**src/include/vfc_pkg.sv**
```systemverilog
// Constants and types shared by the frame control block
package vfc_pkg;
  // ----------------------------------------
  // Widths
  // ----------------------------------------
  localparam int PIX_W = 9;
  localparam int LINE_W = 8;
  localparam int VLINE_W = 10;
  localparam int FRAME_CNT_W = 3;
  localparam int ROT_W = 3;
  localparam int PIN_W = 10;
  // ----------------------------------------
  // Pixel counter partitions and overlay
  // ----------------------------------------
  localparam int PIX_PER_LINE = 910;
  localparam logic [PIX_W-1:0] PIX_BLANK_LAST = 9'h086;
  localparam logic [PIX_W-1:0] PIX_ACTIVE_LAST = 9'h13f;
  localparam logic [VLINE_W-1:0] OVERLAY_LINE = 10'h011;
  localparam logic [7:0] OVERLAY_ONE = 8'hc0;
  localparam logic [7:0] OVERLAY_ZERO = 8'h00;
  // ----------------------------------------
  // Counters and reset values
  // ----------------------------------------
  localparam logic [ROT_W-1:0] ROT_LAST = 3'h5;
  localparam logic [ROT_W-1:0] ROT_RESET = 3'h0;
  localparam logic [FRAME_CNT_W-1:0] FRAME_CNT_RESET = 3'h0;
  localparam logic [PIN_W-1:0] PIN_RESET = 10'h000;
  localparam logic [1:0] TIMER_IDLE_CODE = 2'h3;
  localparam logic [1:0] TIMER_HOLD_CODE = 2'h2;
  localparam logic [1:0] TIMER_ZERO_CODE = 2'h0;
  localparam logic [1:0] TIMER_ONE_CODE = 2'h1;
  // ----------------------------------------
  // Source select codes
  // ----------------------------------------
  localparam logic [1:0] SRC_TEST = 2'h0;
  localparam logic [1:0] SRC_CAM1 = 2'h1;
  localparam logic [1:0] SRC_CAM2 = 2'h2;
  localparam logic [1:0] SRC_CAM3 = 2'h3;
  // ----------------------------------------
  // Shutter end line per jumper setting
  // ----------------------------------------
  localparam logic [LINE_W-1:0] SHUT_END [8] = '{8'h01, 8'h02, 8'h04, 8'h08, 8'h10, 8'h20, 8'h40, 8'h80};
  // ----------------------------------------
  // Types
  // ----------------------------------------
  typedef enum logic [1:0] {TIMER_IDLE, TIMER_HOLD, TIMER_ZERO, TIMER_ONE} vfc_timer_t;
endpackage

```
**src/include/vfc_buf_if.sv**
```systemverilog
// Handshake carrier between the frame control core and its pixel buffer
interface vfc_buf_if;
  logic in_valid;
  logic in_ready;
  logic [7:0] in_data;
  logic out_valid;
  logic out_ready;
  logic [7:0] out_data;
  modport core (output in_valid, output in_data, output out_ready, input in_ready, input out_valid, input out_data);
  modport buffer (input in_valid, input in_data, input out_ready, output in_ready, output out_valid, output out_data);
endinterface

```
**src/vfc_frame_ctl.sv**
```systemverilog
// Frame level control: test pattern readout, frame choice, source rotation, overlay, timer and shutter
module vfc_frame_ctl (
  // Clock and reset
  input wire logic core_clk,
  input wire logic srst,
  // Timing from the line logic on this clock
  input wire logic frame_start,
  input wire logic [vfc_pkg::LINE_W-1:0] line_count,
  input wire logic [vfc_pkg::VLINE_W-1:0] vsync_line,
  input wire logic line_window,
  input wire logic field_parity,
  // Pins: camera requests, timer clear, jumpers
  input wire logic [2:0] cam_sel_pin,
  input wire logic timer_clear_pin,
  input wire logic [1:0] rate_sel_pin,
  input wire logic [2:0] shutter_sel_pin,
  input wire logic full_vres_pin,
  // Converter pixel data
  input wire logic [7:0] adc_data,
  // Test pattern readout
  output logic dac_strobe,
  output logic pattern_oe_low,
  output logic pattern_oe_high,
  output logic pattern_latch,
  output logic [vfc_pkg::LINE_W+vfc_pkg::PIX_W-3:0] pattern_addr,
  // Pixel counter state
  output logic half_line_flag,
  output logic pixel_window,
  output logic [vfc_pkg::PIX_W-1:0] pixel_count,
  // Frame and source state
  output logic frame_selected,
  output logic field_selected,
  output logic [vfc_pkg::FRAME_CNT_W-1:0] frame_rate_counter,
  output logic source_sel_low,
  output logic source_sel_high,
  output logic timer_seq_bit_a,
  output logic timer_seq_bit_b,
  output logic shutter,
  output logic pixel_dropped,
  // Stored pixel stream
  output logic pix_out_valid,
  output logic [7:0] pix_out_data,
  input wire logic pix_out_ready
);
  // ----------------------------------------
  // Functions
  // ----------------------------------------
  function automatic logic [1:0] src_pick(input logic [2:0] cams, input logic [2:0] rot);
    logic [1:0] first;
    logic [1:0] last;
    first = cams[0] ? vfc_pkg::SRC_CAM1 : (cams[1] ? vfc_pkg::SRC_CAM2 : vfc_pkg::SRC_CAM3);
    last = cams[2] ? vfc_pkg::SRC_CAM3 : (cams[1] ? vfc_pkg::SRC_CAM2 : vfc_pkg::SRC_CAM1);
    unique case (2'(cams[0]) + 2'(cams[1]) + 2'(cams[2]))
      2'h0: src_pick = vfc_pkg::SRC_TEST;
      2'h1: src_pick = first;
      2'h2: src_pick = rot[0] ? last : first;
      2'h3: src_pick = (rot == 3'h0 || rot == 3'h3) ? vfc_pkg::SRC_CAM1 :
        ((rot == 3'h1 || rot == 3'h4) ? vfc_pkg::SRC_CAM2 : vfc_pkg::SRC_CAM3);
    endcase
  endfunction

  function automatic logic [1:0] timer_code(input vfc_pkg::vfc_timer_t st);
    unique case (st)
      vfc_pkg::TIMER_IDLE: timer_code = vfc_pkg::TIMER_IDLE_CODE;
      vfc_pkg::TIMER_HOLD: timer_code = vfc_pkg::TIMER_HOLD_CODE;
      vfc_pkg::TIMER_ZERO: timer_code = vfc_pkg::TIMER_ZERO_CODE;
      vfc_pkg::TIMER_ONE: timer_code = vfc_pkg::TIMER_ONE_CODE;
    endcase
  endfunction

  // ----------------------------------------
  // Pin synchronisers
  // ----------------------------------------
  logic [vfc_pkg::PIN_W-1:0] pin_raw;
  logic [vfc_pkg::PIN_W-1:0] pin_s1;
  logic [vfc_pkg::PIN_W-1:0] pin_s2;
  logic [vfc_pkg::PIN_W-1:0] pin_s3;
  logic [vfc_pkg::PIN_W-1:0] pin_clean;
  logic [vfc_pkg::PIN_W-1:0] next_pin_clean;
  logic [2:0] cams;
  logic clear_req;
  logic [1:0] rate_sel;
  logic [2:0] shut_sel;
  logic full_vres;

  assign pin_raw = {full_vres_pin, shutter_sel_pin, rate_sel_pin, timer_clear_pin, cam_sel_pin};
  assign next_pin_clean = (pin_s2 & pin_s3) | (pin_clean & (pin_s2 | pin_s3));
  assign cams = pin_clean[2:0];
  assign clear_req = pin_clean[3];
  assign rate_sel = pin_clean[5:4];
  assign shut_sel = pin_clean[8:6];
  assign full_vres = pin_clean[9];

  always_ff @(posedge core_clk) begin
    if (srst) begin
      pin_s1 <= vfc_pkg::PIN_RESET;
      pin_s2 <= vfc_pkg::PIN_RESET;
      pin_s3 <= vfc_pkg::PIN_RESET;
      pin_clean <= vfc_pkg::PIN_RESET;
    end else begin
      pin_s1 <= pin_raw;
      pin_s2 <= pin_s1;
      pin_s3 <= pin_s2;
      pin_clean <= next_pin_clean;
    end
  end

  // ----------------------------------------
  // Pixel counter
  // ----------------------------------------
  logic part_end;
  logic line_begin;
  logic [vfc_pkg::PIX_W-1:0] next_pixel_count;

  assign part_end = pixel_count == (pixel_window ? vfc_pkg::PIX_ACTIVE_LAST : vfc_pkg::PIX_BLANK_LAST);
  assign line_begin = pixel_count == '0 && !half_line_flag && !pixel_window;
  assign next_pixel_count = part_end ? '0 : pixel_count + 9'h001;

  always_ff @(posedge core_clk) begin
    if (srst) begin
      pixel_count <= '0;
      half_line_flag <= 1'b0;
      pixel_window <= 1'b0;
    end else begin
      pixel_count <= next_pixel_count;
      if (part_end) pixel_window <= !pixel_window;
      if (part_end && pixel_window) half_line_flag <= !half_line_flag;
    end
  end

  // ----------------------------------------
  // Test pattern readout
  // ----------------------------------------
  always_ff @(posedge core_clk) begin
    if (srst) begin
      dac_strobe <= 1'b0;
      pattern_oe_low <= 1'b0;
      pattern_oe_high <= 1'b0;
      pattern_latch <= 1'b0;
      pattern_addr <= '0;
    end else begin
      dac_strobe <= pixel_count[0];
      pattern_oe_low <= !pixel_count[1] && pixel_count[0];
      pattern_oe_high <= pixel_count[1] && pixel_count[0];
      pattern_latch <= pixel_count[1] && pixel_count[0];
      pattern_addr <= {line_count, pixel_count[vfc_pkg::PIX_W-1:2]};
    end
  end

  // ----------------------------------------
  // Frame choice and source rotation
  // ----------------------------------------
  logic [vfc_pkg::FRAME_CNT_W-1:0] next_frame_cnt;
  logic [vfc_pkg::FRAME_CNT_W-1:0] rate_mask;
  logic next_frame_sel;
  logic frame_adv;
  logic [vfc_pkg::ROT_W-1:0] rot;
  logic [vfc_pkg::ROT_W-1:0] next_rot;
  logic [1:0] src;

  assign next_frame_cnt = frame_rate_counter + 3'h1;
  assign rate_mask = 3'((4'h1 << rate_sel) - 4'h1);
  assign next_frame_sel = (next_frame_cnt & rate_mask) == '0;
  assign frame_adv = frame_start && next_frame_sel;
  assign next_rot = (rot == vfc_pkg::ROT_LAST) ? vfc_pkg::ROT_RESET : rot + 3'h1;
  assign src = src_pick(cams, rot);

  always_ff @(posedge core_clk) begin
    if (srst) begin
      frame_rate_counter <= vfc_pkg::FRAME_CNT_RESET;
      frame_selected <= 1'b0;
      rot <= vfc_pkg::ROT_RESET;
      source_sel_low <= 1'b0;
      source_sel_high <= 1'b0;
      field_selected <= 1'b0;
    end else begin
      if (frame_start) frame_rate_counter <= next_frame_cnt;
      if (frame_start) frame_selected <= next_frame_sel;
      if (frame_adv) rot <= next_rot;
      source_sel_low <= src[0];
      source_sel_high <= src[1];
      field_selected <= full_vres || !field_parity;
    end
  end

  // ----------------------------------------
  // Timer clear sequence
  // ----------------------------------------
  vfc_pkg::vfc_timer_t tstate;
  vfc_pkg::vfc_timer_t next_tstate;
  logic [1:0] timer_bits;

  assign timer_bits = timer_code(tstate);

  always_comb begin
    next_tstate = tstate;
    unique case (tstate)
      vfc_pkg::TIMER_IDLE: if (clear_req) next_tstate = vfc_pkg::TIMER_HOLD;
      vfc_pkg::TIMER_HOLD: if (!clear_req) next_tstate = vfc_pkg::TIMER_ZERO;
      vfc_pkg::TIMER_ZERO: next_tstate = vfc_pkg::TIMER_ONE;
      vfc_pkg::TIMER_ONE: next_tstate = vfc_pkg::TIMER_IDLE;
    endcase
  end

  always_ff @(posedge core_clk) begin
    if (srst) begin
      tstate <= vfc_pkg::TIMER_IDLE;
      timer_seq_bit_a <= 1'b1;
      timer_seq_bit_b <= 1'b1;
    end else begin
      if (frame_adv) tstate <= next_tstate;
      timer_seq_bit_a <= timer_bits[1];
      timer_seq_bit_b <= timer_bits[0];
    end
  end

  // ----------------------------------------
  // Overlay bars and pixel gating
  // ----------------------------------------
  logic [2:0] bar_pos;
  logic overlay_line;
  logic overlay_bit;
  logic [7:0] store_data;
  logic store_en;
  vfc_buf_if pbus ();

  assign bar_pos = {half_line_flag, pixel_count[8], pixel_count[7]};
  assign overlay_line = vsync_line == vfc_pkg::OVERLAY_LINE;
  assign overlay_bit = (bar_pos == 3'h0) ? timer_seq_bit_a :
    (bar_pos == 3'h1) ? timer_seq_bit_b :
    (bar_pos == 3'h2) ? source_sel_low :
    (bar_pos == 3'h4) ? source_sel_high :
    (bar_pos == 3'h5) ? (source_sel_low ^ source_sel_high) : 1'b0;
  assign store_data = overlay_line ? (overlay_bit ? vfc_pkg::OVERLAY_ONE : vfc_pkg::OVERLAY_ZERO) : adc_data;
  assign store_en = frame_selected && field_selected && line_window && pixel_window;
  assign pbus.in_valid = store_en;
  assign pbus.in_data = store_data;
  assign pbus.out_ready = pix_out_ready;
  assign pix_out_valid = pbus.out_valid;
  assign pix_out_data = pbus.out_data;

  vfc_pix_buf u_buf (
    .core_clk(core_clk),
    .srst(srst),
    .bus(pbus.buffer)
  );

  // ----------------------------------------
  // Shutter and overflow
  // ----------------------------------------
  logic shut_rise;
  logic shut_fall;

  assign shut_rise = line_begin && line_count == '0 && line_window;
  assign shut_fall = line_begin && line_count == vfc_pkg::SHUT_END[shut_sel];

  always_ff @(posedge core_clk) begin
    if (srst) begin
      shutter <= 1'b0;
      pixel_dropped <= 1'b0;
    end else begin
      if (shut_rise) shutter <= 1'b1;
      else if (shut_fall) shutter <= 1'b0;
      pixel_dropped <= store_en && !pbus.in_ready;
    end
  end
endmodule

```
**src/vfc_pix_buf.sv**
```systemverilog
// Two-entry pixel buffer with valid and ready on both sides
module vfc_pix_buf (
  // Clock and reset
  input wire logic core_clk,
  input wire logic srst,
  // Buffer side of the carrier
  vfc_buf_if.buffer bus
);
  logic [7:0] head;
  logic [7:0] tail;
  logic [1:0] cnt;
  logic full;
  logic push;
  logic pop;
  logic [1:0] next_cnt;
  logic [7:0] next_head;
  logic out_valid_q;

  // ----------------------------------------
  // Decode
  // ----------------------------------------
  assign push = bus.in_valid && !full;
  assign pop = bus.out_valid && bus.out_ready;
  assign next_cnt = cnt + 2'(push) - 2'(pop);
  assign next_head = (cnt == 2'h0 || (cnt == 2'h1 && pop)) ? bus.in_data : (pop ? tail : head);
  assign bus.in_ready = !full;
  assign bus.out_valid = out_valid_q;
  assign bus.out_data = head;

  // ----------------------------------------
  // Storage
  // ----------------------------------------
  always_ff @(posedge core_clk) begin
    if (srst) begin
      cnt <= 2'h0;
      full <= 1'b0;
      out_valid_q <= 1'b0;
      head <= 8'h00;
      tail <= 8'h00;
    end else begin
      cnt <= next_cnt;
      full <= next_cnt == 2'h2;
      out_valid_q <= next_cnt != 2'h0;
      if (push || pop) head <= next_head;
      if (push) tail <= bus.in_data;
    end
  end
endmodule
```
**config.mk**
```make
export PLATFORM = sky130hd
export DESIGN_NAME = vfc_frame_ctl
export DESIGN_NICKNAME = d
export VERILOG_FILES = /design/src/include/vfc_pkg.sv /design/src/include/vfc_buf_if.sv /design/src/vfc_frame_ctl.sv /design/src/vfc_pix_buf.sv
export SDC_FILE = /design/constraint.sdc
export NUM_CORES = 1
export LEC_CHECK = 0
export ABC_AREA = 1
export BUFFER_PORTS_ARGS = -buffer_cell sky130_fd_sc_hd__buf_2
export CELL_PAD_IN_SITES_DETAIL_PLACEMENT = 0
export CELL_PAD_IN_SITES_GLOBAL_PLACEMENT = 2
export CORE_MARGIN = 2
export CORE_UTILIZATION = 30
export DETAILED_ROUTE_END_ITERATION = 10
export HOLD_SLACK_MARGIN = 0.06
export MAX_ROUTING_LAYER = met4
export PLACE_DENSITY = 0.82
export REMOVE_ABC_BUFFERS = 1
export SETUP_SLACK_MARGIN = 0.4
export SYNTH_ARGS = -nofsm -noshare
export SYNTH_HDL_FRONTEND = slang
export SYNTH_SLANG_ARGS = --single-unit
```
**constraint.sdc**
```tcl
create_clock -name core_clk -period 2.1 [get_ports core_clk]
set_clock_uncertainty 0.15 [all_clocks]
set_input_delay 0.21 -clock core_clk [delete_from_list [all_inputs] [get_ports core_clk]]
set_output_delay 0.21 -clock core_clk [all_outputs]
set_load 0.05 [all_outputs]
```
==> summary.md, run 1 <==
| Metric | Value |
|---|---|
| CTS Buf Count | 9 |
| Die Ht | 122 µm |
| TritonCTS clock tree | done |
| DRC violations left | 0 |
| Crit path max-delay family | adder cells |
| Largest net degree at the start of global routing | 68 |
| DR WL met2 | 4600 µm |
| PD cells | 858 nW/µm² |
| # IOs | 92 |
| Synth top cells by count | dfxtp_1 (105), nor2_1 (105), inv_1 (98) |
| Register bit total from synthesis | 105 |
| Area Growth Syn to Fin | 31.8% |
| Setup TNS | 0 ps |
| DRT antenna net count | 0 |
| Syn. warnings | 0 |
| GR Overflow Total | 0 |
| Worst Tran Pin Value | 699 ps |
| Die area | 14900 µm² |
| Via density | 4.32 |
| Root Buffer | clkbuf_16 |
| Clock-pin slew on the worst setup and hold paths | 70 ps |
| Clock latency on the worst-skew pair | 350 ps |
| Final worst path period need | 1610 ps |
| WP data required | 2200 ps |
| Antenna violations before repair | 0 |
| Post-Synthesis Cells | 544 |
| RSZ-0062 raised after global routing | true |
| Final GP Congestion | 0.818 |
| Std cell rows | 43 |
| Core Util, Final | 40.0% |
| Max incr delay on CP | 610 ps |
| Via count | 3683 |
| Avg Inst Size Synth | 7.69 µm² |
| Gr usage total | 13.8% |
| Top cell type's share of synthesized area | 50.3% |
| Wire per inst | 11.4 µm |
| Starting Density | 30.4% |
| First-pass GRT wire length | 15700 µm |
| F_max | 0.623 GHz |
| Clk buf depth | 2 |
| Post-Route WL | 9730 µm |
| Iteration-0 DRC count of the detailed router | 188 |
| Layout Nets | 720 |
| Post-synth ARST share | 0% |
| Critical path class | register to register |
| Crit start category | register |
| Wire length on met3 | 625 µm |
| Clk sink count | 105 |
| Final HPWL DP | 7000 µm |
| Drt pass-1 iters | 4 |
| Mapped Area | 4180 µm² |
| H-tree levels | 3 |
| Top_reg_cell synth | dfxtp_1 |
| Count of final setup violators | 0 |
| Critical-path cell list | fa_2 > nor2_1 > o311ai_0 > nand3_1 > nand2_1 > inv_1 |
| Seq/Total Area, Yosys | 50.3% |
| Status | complete, no violations |
| CP max FO | 5 |
| Synth area leader | dfxtp_1 |
| DIE WIDTH | 122 µm |
| Fin Hold WS | 81.8 ps |
| Distinct cells, synth | 31 |
| Critical path arrival | 1710 ps |
| Fin. Hold Viols | 0 |
| Buf+Inv Stages, Crit Path | 1 |
| # diodes | 0 |
| Pins Over Slew Limit | 0 |
| Crit-path slowest cell | fa_2 |
| HP Class | input port to register |
| Post-synth EDFFs | 0 |
| Core box area | 13800 µm² |
| I/O Buffers | 91 |
| Vias in the first global route | 3400 |
| Crit. End Element | register |
| Layout cells sized above 1 | 20.4% |
| Synth top area cells | dfxtp_1 (50%), nor2_1 (9.4%), inv_1 (8.8%), nand2_1 (6.0%), a21oi_1 (4.8%) |
| Power consumption | 4.73 mW |
| DRT met1 WL | 4450 µm |
| P_leak | 2.66 nW |
| Max VDD drop | 0.000522 V |
| Period utilization | 76.5% |
| Top Metal Used | met4 |
| Slew HR | 53.4% |
| Max-Cap Viols | 0 |
## cell usage in the layout, fill, tap and decap left out, types with 10 or more instances in the layout
| cell | instances |
|---|---|
| o21ai_0 | 18 |
| nand3_1 | 32 |
| buf_4 | 11 |
| dfxtp_1 | 97 |
| dlygate4sd3_1 | 26 |
| buf_2 | 91 |
| ha_1 | 10 |
| nor2_1 | 104 |
| a21oi_1 | 40 |
| inv_1 | 98 |
| nand2_1 | 65 |
## per-stage QoR
stage          std cells  instance area [µm²]  setup WS (ps)
3_3_place_gp         803                 4820            341
5_1_grt              852                 5510            341
4_1_cts              847                 5440            413
2_1_floorplan        527                 4100            173
3_5_place_dp         803                 4820            292
6_report             852                 5510            494
## cell families (layout without fill, tap and decap cells)
| logic type | Yosys count | in the layout | share of synthesized area [%] |
|---|---|---|---|
| AOI/OAI and AO/OA | 80 | 81 | 11.2 |
| xor gates and xnor gates | 11 | 11 | 2.30 |
| adders and majority gates | 11 | 11 | 3.47 |
| buffers and inverters | 117 | 244 | 11.0 |
| DFF | 105 | 105 | 50.3 |
| muxes | 1 | 1 | 0.239 |
| and+or+nand+nor | 219 | 219 | 21.5 |
## layer usage
metal	vias up	track usage (%)
li1	1942	-
met1	1663	16.2
met2	74	22.5
met3	4	4.87
met4	0	3.88
met5	-	-
## worst min-delay path, delay by kind of cell
kind / cells / cell delay (ps)
AND/OR/NAND/NOR: 2 / 130
buffers and inverters: 2 / 140
AO/OA/AOI/OAI: 1 / 80
## flip-flops by register name (all words and copies together), names as in the netlist, 3 cells and up
register	count
pin_s3	10
u_buf.tail	8
pin_clean	10
pixel_count	9
u_buf.bus.out_data	8
pin_s1	10
frame_rate_counter	3
rot	3
pin_s2	10
pattern_addr	15
## path summary, 6_finish.rpt
kind                startpoint               to  slack, ps  cells past startpoint
setup / recovery  pin_clean[0]  source_sel_high        490                      6
hold / removal     adc_data[6]    u_buf.tail[6]         80                      5
setup reg to reg  pin_clean[0]  source_sel_high        490                      6
hold reg to reg      pin_s1[9]        pin_s2[9]        250                      2
## area by class of cell
type / instances / area, µm²
clock inverters: 5 / 77.6
flip-flops and latches: 105 / 2110
repair buffers: 128 / 798
well taps: 180 / 225
clock buffers: 11 / 253
inverters: 100 / 378
fillers: 1454 / 8260
multi-input cells: 323 / 1670
## where the power goes
| part | total, mW | internal [mW] | switching [mW] |
|---|---|---|---|
| Combinational | 0.750 | 0.252 | 0.498 |
| Sequential | 2.16 | 2.09 | 0.0631 |
| Clock | 1.82 | 1.10 | 0.715 |
## what timing repair did
action,in CTS,in global routing
gates resized for setup,2,17
hold endpoints to repair,28,0
setup buffers,1,5
setup endpoints to repair,10,24
hold buffers,26,0
pin swaps,1,2
cloned,1,0
Note: power is estimated with default switching activity, not from simulation.
==> run 2, diff against run 1 <==
--- a/config.mk
+++ b/config.mk
@@ -10,11 +10,11 @@
 export CELL_PAD_IN_SITES_DETAIL_PLACEMENT = 0
 export CELL_PAD_IN_SITES_GLOBAL_PLACEMENT = 2
 export CORE_MARGIN = 2
-export CORE_UTILIZATION = 30
+export CORE_UTILIZATION = 27
 export DETAILED_ROUTE_END_ITERATION = 10
 export HOLD_SLACK_MARGIN = 0.06
 export MAX_ROUTING_LAYER = met4
-export PLACE_DENSITY = 0.82
+export PLACE_DENSITY = 0.78
 export REMOVE_ABC_BUFFERS = 1
 export SETUP_SLACK_MARGIN = 0.4
 export SYNTH_ARGS = -nofsm -noshare
==> constraint.sdc (replaced) <==
create_clock -name core_clk -period 1.4 [get_ports core_clk]
set_clock_uncertainty 0.15 [all_clocks]
set_input_delay 0.14 -clock core_clk [delete_from_list [all_inputs] [get_ports core_clk]]
set_output_delay 0.14 -clock core_clk [all_outputs]
set_load 0.05 [all_outputs]
==> run 2 against run 1 <==
The flow now finishes with violations (hold timing, setup timing). Total power is 62% higher. Non-clock buffer count increased by 85. Fmax is 2.6% higher. Critical path depth increased by 2. Register-to-register slack lost 660 ps. Clock power is 43% higher. First-iteration DRC count down 40%. Largest cell class unchanged. Highest routed layer unchanged.
==> summary.md, run 2 (same netlist as run 1, synthesis figures left out) <==
| Metric | Value |
|---|---|
| Worst Tran Pin Value | 358 ps (-341 ps) |
| Power consumption | 7.65 mW (+62%) |
| F_max | 0.639 GHz (+2.6%) |
| Layout cells sized above 1 | 45.9% (+26 points) |
| Fin cells | 944 (+11%) |
| Area Growth Syn to Fin | 74.5% |
| First-pass GRT wire length | 18800 µm (+20%) |
| I/O Buffers | 91 (unchanged) |
| Period utilization | 112% (+35 points) |
| Core box area | 15100 µm² (+10%) |
| HP Class | input port to register |
| Combinational power share | 23.0% (+7.1 points) |
| Max incr delay on CP | 350 ps (-260 ps) |
| # fillers | 1450 (-0.28%) |
| Setup WS pre-CTS | -181 ps (-473 ps) |
| Die area | 16500 µm² (+11%) |
| Clock-pin slew on the worst setup and hold paths | 70 ps (about the same) |
| Root Buffer | clkbuf_16 |
| Critical path arrival | 1700 ps (about the same) |
| Clock power share | 34.1% (-4.4 points) |
| Slew HR | 76.1% (+23 points) |
| Wire per inst | 12.1 µm (+6.3%) |
| Vias in the first global route | 4042 (+19%) |
| Placement Cell Area | 5260 µm² (+9.2%) |
| Setup TNS | -2290 ps (-2290 ps) |
| Switch Pwr | 2.22 mW (+74%) |
| H-tree levels | 3 (unchanged) |
| P_leak | 3.31 nW (+24%) |
| Met2 Use GR | 23.9% (+1.5 points) |
| Iteration-0 DRC count of the detailed router | 113 (-40%) |
| Top reg by flops | pattern_addr |
| RSZ-0062 raised after global routing | true |
| # IOs | 92 (unchanged) |
| PD cells | 1050 nW/µm² (+22%) |
| Drt pass-1 iters | 4 (unchanged) |
| Core Util, Final | 48.2% (+8.2 points) |
| Sequential Power Share | 42.9% (-2.7 points) |
| CTS Buf Count | 9 (unchanged) |
| Gr usage total | 14.7% (+0.84 points) |
| Via count | 4102 (+11%) |
| Post-route design area | 7300 µm² (+32%) |
| DIE WIDTH | 128 µm (+5.2%) |
| Fin Hold WS | -50.6 ps (-132 ps) |
| Dpl cells | 869 (+8.2%) |
| Most common cell after layout, fill and taps aside | nor2_1 |
| Clock latency on the worst-skew pair | 350 ps (about the same) |
| Met1 Resource Use GR | 17.9% (+1.6 points) |
| Starting Density | 27.6% (-2.8 points) |
| Final worst path period need | 1570 ps (-40.4 ps) |
| TritonCTS clock tree | done |
| Hold_buf cts | 28 (+7.7%) |
| Layout Nets | 804 (+12%) |
| WP data required | 1530 ps (-670 ps) |
| GR Overflow Total | 0 (unchanged) |
| Clk sink count | 105 (unchanged) |
| Largest net degree at the start of global routing | 34 (-50%) |
| DRC violations left | 0 (unchanged) |
| Via density | 4.35 (+0.52%) |
| Std cell rows | 45 (+4.7%) |
| Failing checks | hold timing, setup timing |
| Most frequent cells in the layout | nor2_1 (96), inv_1 (85), nand2_1 (61) |
| P_int | 5.43 mW (+57%) |
| Final GP Congestion | 0.808 (-1.3%) |
| Crit. End Element | register |
| Crit-path slowest cell | dfxtp_2 |
| Crit start category | register |
| Count of final setup violators | 28 (+28) |
| Antenna violations before repair | 0 (unchanged) |
| Status | finished with violations |
| CP max FO | 3 (-2) |
| DRT antenna net count | 0 (unchanged) |
| Critical path class | register to register |
| Crit path max-delay family | simple AND/OR/NAND/NOR gates |
| Max FFs per register | 15 (unchanged) |
| Setup WS post-layout | -165 ps (-660 ps) |
| Critical-path cell list | ha_4 > xor2_4 > nand3_2 > nand4_1 > buf_4 > nand2_2 > nand2_1 > nor2_1 |
| Post-Route WL | 11500 µm (+18%) |
| Final HPWL DP | 7690 µm (+10%) |
| GR peak layer | met2 |
| Max VDD drop | 0.000646 V (+24%) |
| Max-Cap Viols | 0 (unchanged) |
| Pins Over Slew Limit | 0 (unchanged) |
| Met3 usage | 3.74% (-1.1 points) |
| # diodes | 0 (unchanged) |
| Fin. Hold Viols | 3 (+3) |
| Sw Share | 29.0% (+2.0 points) |
| Die Ht | 128 µm (+5.2%) |
| Buf+Inv Stages, Crit Path | 1 (unchanged) |
| Clk buf depth | 2 (unchanged) |
-- run 2: worst register-to-register path, stage by stage, from the launching register on --
cell	delay, ps
dfxtp_2	350
ha_4	180
xor2_4	160
nand3_2	100
nand4_1	180
buf_4	200
nand2_2	40
nand2_1	40
nor2_1	100
-- run 2: repair_timing --
item | 4_1_cts | 5_1_grt
gates resized for setup | 325 | 67
pin swaps | 29 | 29
buffers inserted | 17 | 14
hold endpoints to repair | 45 | 9
setup endpoints to repair | 101 | 102
-- run 2: per-layer routing --
layer	vias up	part of all wire [%]	wire (µm)
met1	1903	46	5250
met2	72	49	5570
met5	-	0	0
met4	0	1.4	164
li1	2114	-	-
met3	13	4.1	471
-- run 2: final cells by class --
cell class | count | area, µm² | area share, %
Multi-Input combinational cell | 322 | 2020 | 27.7
Clock buffer | 10 | 239 | 3.27
Clock inverter | 6 | 66.3 | 0.909
Timing Repair Buffer | 213 | 2110 | 29.0
Inverter | 100 | 398 | 5.45
Sequential cell | 105 | 2220 | 30.5
Tap cell | 188 | 235 | 3.22
-- run 2: path summary, 6_finish.rpt --
| kind | slack [ps] | endpoint | start | cells after the start |
|---|---|---|---|---|
| worst max register to register | -170 | tstate[1] | frame_rate_counter[0] | 8 |
| worst min register to register | 260 | pin_s2[8] | pin_s1[8] | 2 |
| worst max-delay path | -170 | tstate[1] | frame_rate_counter[0] | 8 |
| worst min-delay path | -50 | shutter | line_count[4] | 4 |
-- run 2: power groups by stage --
stage | clock, mW | sequential (mW) | combinational [mW]
final | 2.61 | 3.28 | 1.76
after detailed placement | 0 | 3.30 | 1.18
after floorplan | 0 | 3.60 | 0.415
after CTS | 2.71 | 3.27 | 1.59
after global placement | 0 | 3.29 | 1.17
after global routing | 2.82 | 3.30 | 1.90
==> run 3, diff against run 2 <==
--- a/config.mk
+++ b/config.mk
@@ -5,16 +5,15 @@
 export SDC_FILE = /design/constraint.sdc
 export NUM_CORES = 1
 export LEC_CHECK = 0
-export ABC_AREA = 1
-export BUFFER_PORTS_ARGS = -buffer_cell sky130_fd_sc_hd__buf_2
 export CELL_PAD_IN_SITES_DETAIL_PLACEMENT = 0
 export CELL_PAD_IN_SITES_GLOBAL_PLACEMENT = 2
 export CORE_MARGIN = 2
-export CORE_UTILIZATION = 27
+export CORE_UTILIZATION = 34
 export DETAILED_ROUTE_END_ITERATION = 10
+export DONT_BUFFER_PORTS = 1
 export HOLD_SLACK_MARGIN = 0.06
 export MAX_ROUTING_LAYER = met4
-export PLACE_DENSITY = 0.78
+export PLACE_DENSITY = 0.79
 export REMOVE_ABC_BUFFERS = 1
 export SETUP_SLACK_MARGIN = 0.4
 export SYNTH_ARGS = -nofsm -noshare
==> run 3 against run 2 <==
The flow still finishes with violations (hold timing, setup timing). Area after synthesis fell by 1.2%. Combinational power fell by 27%. Flip-flop and latch count did not move. Global-route usage rose by 1.3 points. Final area fell by 12%.
==> summary.md, run 3 <==
| Metric | Value |
|---|---|
| Period utilization | 117% (+5.0 points) |
| Avg Inst Size Synth | 9.18 µm² (+19%) |
| Area Growth Syn to Fin | 56.3% |
| WP data required | 1540 ps (about the same) |
| Synth top cells by count | dfxtp_1 (105), nor2b_1 (48), nor2_1 (47) |
| Crit-path slowest cell | fa_2 |
| Post-synth ARST share | 0% (unchanged) |
| Post-synth EDFFs | 0 (unchanged) |
| CP max FO | 3 (unchanged) |
| Synth Area in Adders | 3.51% (+0.043 points) |
| Top cell type's share of synthesized area | 50.9% (+0.62 points) |
| Worst Tran Pin Value | 280 ps (-78.5 ps) |
| Register bit total from synthesis | 105 (unchanged) |
| Dpl cells | 666 (-23%) |
| RSZ-0062 raised after global routing | true |
| Starting Density | 34.7% (+7.1 points) |
| Max FFs per register | 15 (unchanged) |
| Drt pass-1 iters | 4 (unchanged) |
| Gr usage total | 15.9% (+1.3 points) |
| XOR/XNOR Fraction of Synth Area | 3.60% (+1.3 points) |
| Antenna violations before repair | 0 (unchanged) |
| Std cell rows | 40 (-11%) |
| First-pass GRT wire length | 15600 µm (-17%) |
| Core box area | 11900 µm² (-21%) |
| Count of final setup violators | 40 (+43%) |
| HP Class | input port to register |
| Crit start category | register |
| Compound-cell area share of the yosys netlist | 11.9% (+0.65 points) |
| Vias in the first global route | 3248 (-20%) |
| PD cells | 1100 nW/µm² (+4.5%) |
| TritonCTS clock tree | done |
| Max incr delay on CP | 600 ps (+250 ps) |
| Critical path arrival | 1770 ps (+70 ps) |
| Via density | 4.86 (+12%) |
| Post-synthesis simple-gate area fraction | 24.5% (+3.0 points) |
| Placement Cell Area | 4890 µm² (-7.1%) |
| Setup WS post-layout | -235 ps (-69.7 ps) |
| Layout Nets | 622 (-23%) |
| Critical path class | register to register |
| Max-Cap Viols | 0 (unchanged) |
| Most frequent cells in the layout | buf_4 (50), dfxtp_1 (48), nor2b_1 (42) |
| Layout cells sized above 1 | 44.6% (-1.3 points) |
| F_max | 0.612 GHz (-4.3%) |
| Post-Synthesis Cells | 450 (-17%) |
| Post-route design area | 6450 µm² (-12%) |
| Hold_buf cts | 20 (-29%) |
| Synth area leader | dfxtp_1 |
| Slew HR | 81.2% (+5.0 points) |
| Largest family of logic cells by synthesized area | simple AND/OR/NAND/NOR gates |
| # diodes | 0 (unchanged) |
| Die Ht | 114 µm (-11%) |
| Clock-pin slew on the worst setup and hold paths | 70 ps (about the same) |
| GR Overflow Total | 0 (unchanged) |
| Pins Over Slew Limit | 0 (unchanged) |
| Switch Pwr | 1.91 mW (-14%) |
| Iteration-0 DRC count of the detailed router | 110 (-2.7%) |
| Seq/Total Area, Yosys | 50.9% (+0.62 points) |
| Sequential Power Share | 46.0% (+3.1 points) |
| Clk buf depth | 2 (unchanged) |
| I/O Buffers | 0 (-100%) |
| CTS Buf Count | 9 (unchanged) |
| H-tree levels | 3 (unchanged) |
| Setup TNS | -5960 ps (-3670 ps) |
| Mux share of post-synthesis cell area | 1.76% (+1.5 points) |
| Final GP Congestion | 0.769 (-4.8%) |
| Most common cell after layout, fill and taps aside | buf_4 |
| Largest net degree at the start of global routing | 97 (+190%) |
| Most frequent cell after synthesis | dfxtp_1 |
| Clk sink count | 105 (unchanged) |
| Final worst path period need | 1640 ps (+69.7 ps) |
| Final HPWL DP | 6330 µm (-18%) |
| P_leak | 2.45 nW (-26%) |
| Synth top area cells | dfxtp_1 (51%), nor2b_1 (7.3%), nor2_1 (4.3%), a21oi_1 (3.8%), nand2_1 (3.4%) |
| Failing checks | hold timing, setup timing |
| Critical-path cell list | fa_2 > a21oi_2 > a211oi_2 > o21ai_1 > a21oi_1 |
| DRC violations left | 0 (unchanged) |
| Combinational power share | 18.2% (-4.8 points) |
| Fin. Hold Viols | 78 (+75) |
| P_int | 5.16 mW (-4.9%) |
| DRT antenna net count | 0 (unchanged) |
| Post-Route WL | 10000 µm (-13%) |
| Top_reg_cell synth | dfxtp_1 |
| Fin cells | 721 (-24%) |
| Clock latency on the worst-skew pair | 360 ps (about the same) |
| # IOs | 92 (unchanged) |
| DIE WIDTH | 114 µm (-11%) |
| Root Buffer | clkbuf_16 |
| Mapped Area | 4130 µm² (-1.2%) |
| Fin Hold WS | -301 ps (-250 ps) |
| Clock power share | 35.8% (+1.7 points) |
| Max VDD drop | 0.000771 V (+19%) |
| Top reg by flops | pattern_addr |
| Die area | 13000 µm² (-21%) |
| Sw Share | 27.0% (-2.0 points) |
| Status | finished with violations |
| Via count | 3502 (-15%) |
| Wire per inst | 13.9 µm (+14%) |
| Crit. End Element | register |
| Syn. warnings | 0 (unchanged) |
| Distinct cells, synth | 50 (+61%) |
| Core Util, Final | 54.2% (+6.0 points) |
==> run 3: per-layer routing <==
layer / GRT usage, % / share of wire (%) / vias to the layer above
met2: 24.3 / 49 / 72
li1: - / - / 1757
met1: 19.9 / 44 / 1657
met4: 7.80 / 2.5 / 0
met3: 3.76 / 3.9 / 16
met5: - / 0 / -
==> run 3: path summary, 6_finish.rpt <==
kind                     start              to  slack, ps  cells after the start
setup / recovery  pin_clean[0]  source_sel_low       -240                      5
hold / removal            srst    pin_clean[1]       -300                      1
setup reg to reg  pin_clean[0]  source_sel_low       -240                      5
hold reg to reg      pin_s1[9]       pin_s2[9]        280                      1
==> run 3: power groups by stage <==
stage | Clock [mW] | Sequential (mW) | Combinational (mW)
2_1_floorplan | 0 | 3.55 | 0.349
3_3_place_gp | 0 | 3.32 | 0.910
3_5_place_dp | 0 | 3.32 | 0.916
4_1_cts | 2.63 | 3.27 | 1.15
5_1_grt | 2.76 | 3.27 | 1.38
6_report | 2.53 | 3.25 | 1.29
==> run 3: worst max-delay path: cells and delay by family (launching register included) <==
| kind | cells | cell delay [ps] |
|---|---|---|
| adder cells (fa/ha/maj) | 1 | 600 |
| AO/OA/AOI/OAI | 4 | 480 |
| flip-flops | 1 | 330 |
==> run 3: logic make-up (layout without fill, tap and decap cells) <==
family          count (synthesis)  in the layout
compound gates                 76             76
xor+xnor                       17             17
simple gates                  196            196
mux                             7              7
flops                         105            105
buf+inv                        38            162
fa+ha+maj                      11             11
==> run 3: cell type report <==
class	instances	area (µm²)
multi-input combinational	307	2250
fill	1054	5460
timing repair buffer	128	1410
tap	147	184
clock inverter	5	62.6
sequential	105	2240
clock buffer	11	233
inverter	18	77.6
==> run 3: through the flow <==
stage	hold slack, ps	setup slack (ps)	total power, mW
after global routing	-308	-315	7.41
after CTS	-321	-232	7.05
final	-301	-235	7.07
after detailed placement	72.0	-315	4.23
after floorplan	56.7	-743	3.90
after global placement	71.7	-239	4.23
==> run 3: what timing repair did <==
action                                  CTS  global route
hold endpoints to repair                105            87
gates resized for setup                 195            83
pin swaps                                32            49
endpoints found under the setup margin  102           108
setup buffers                            10             9
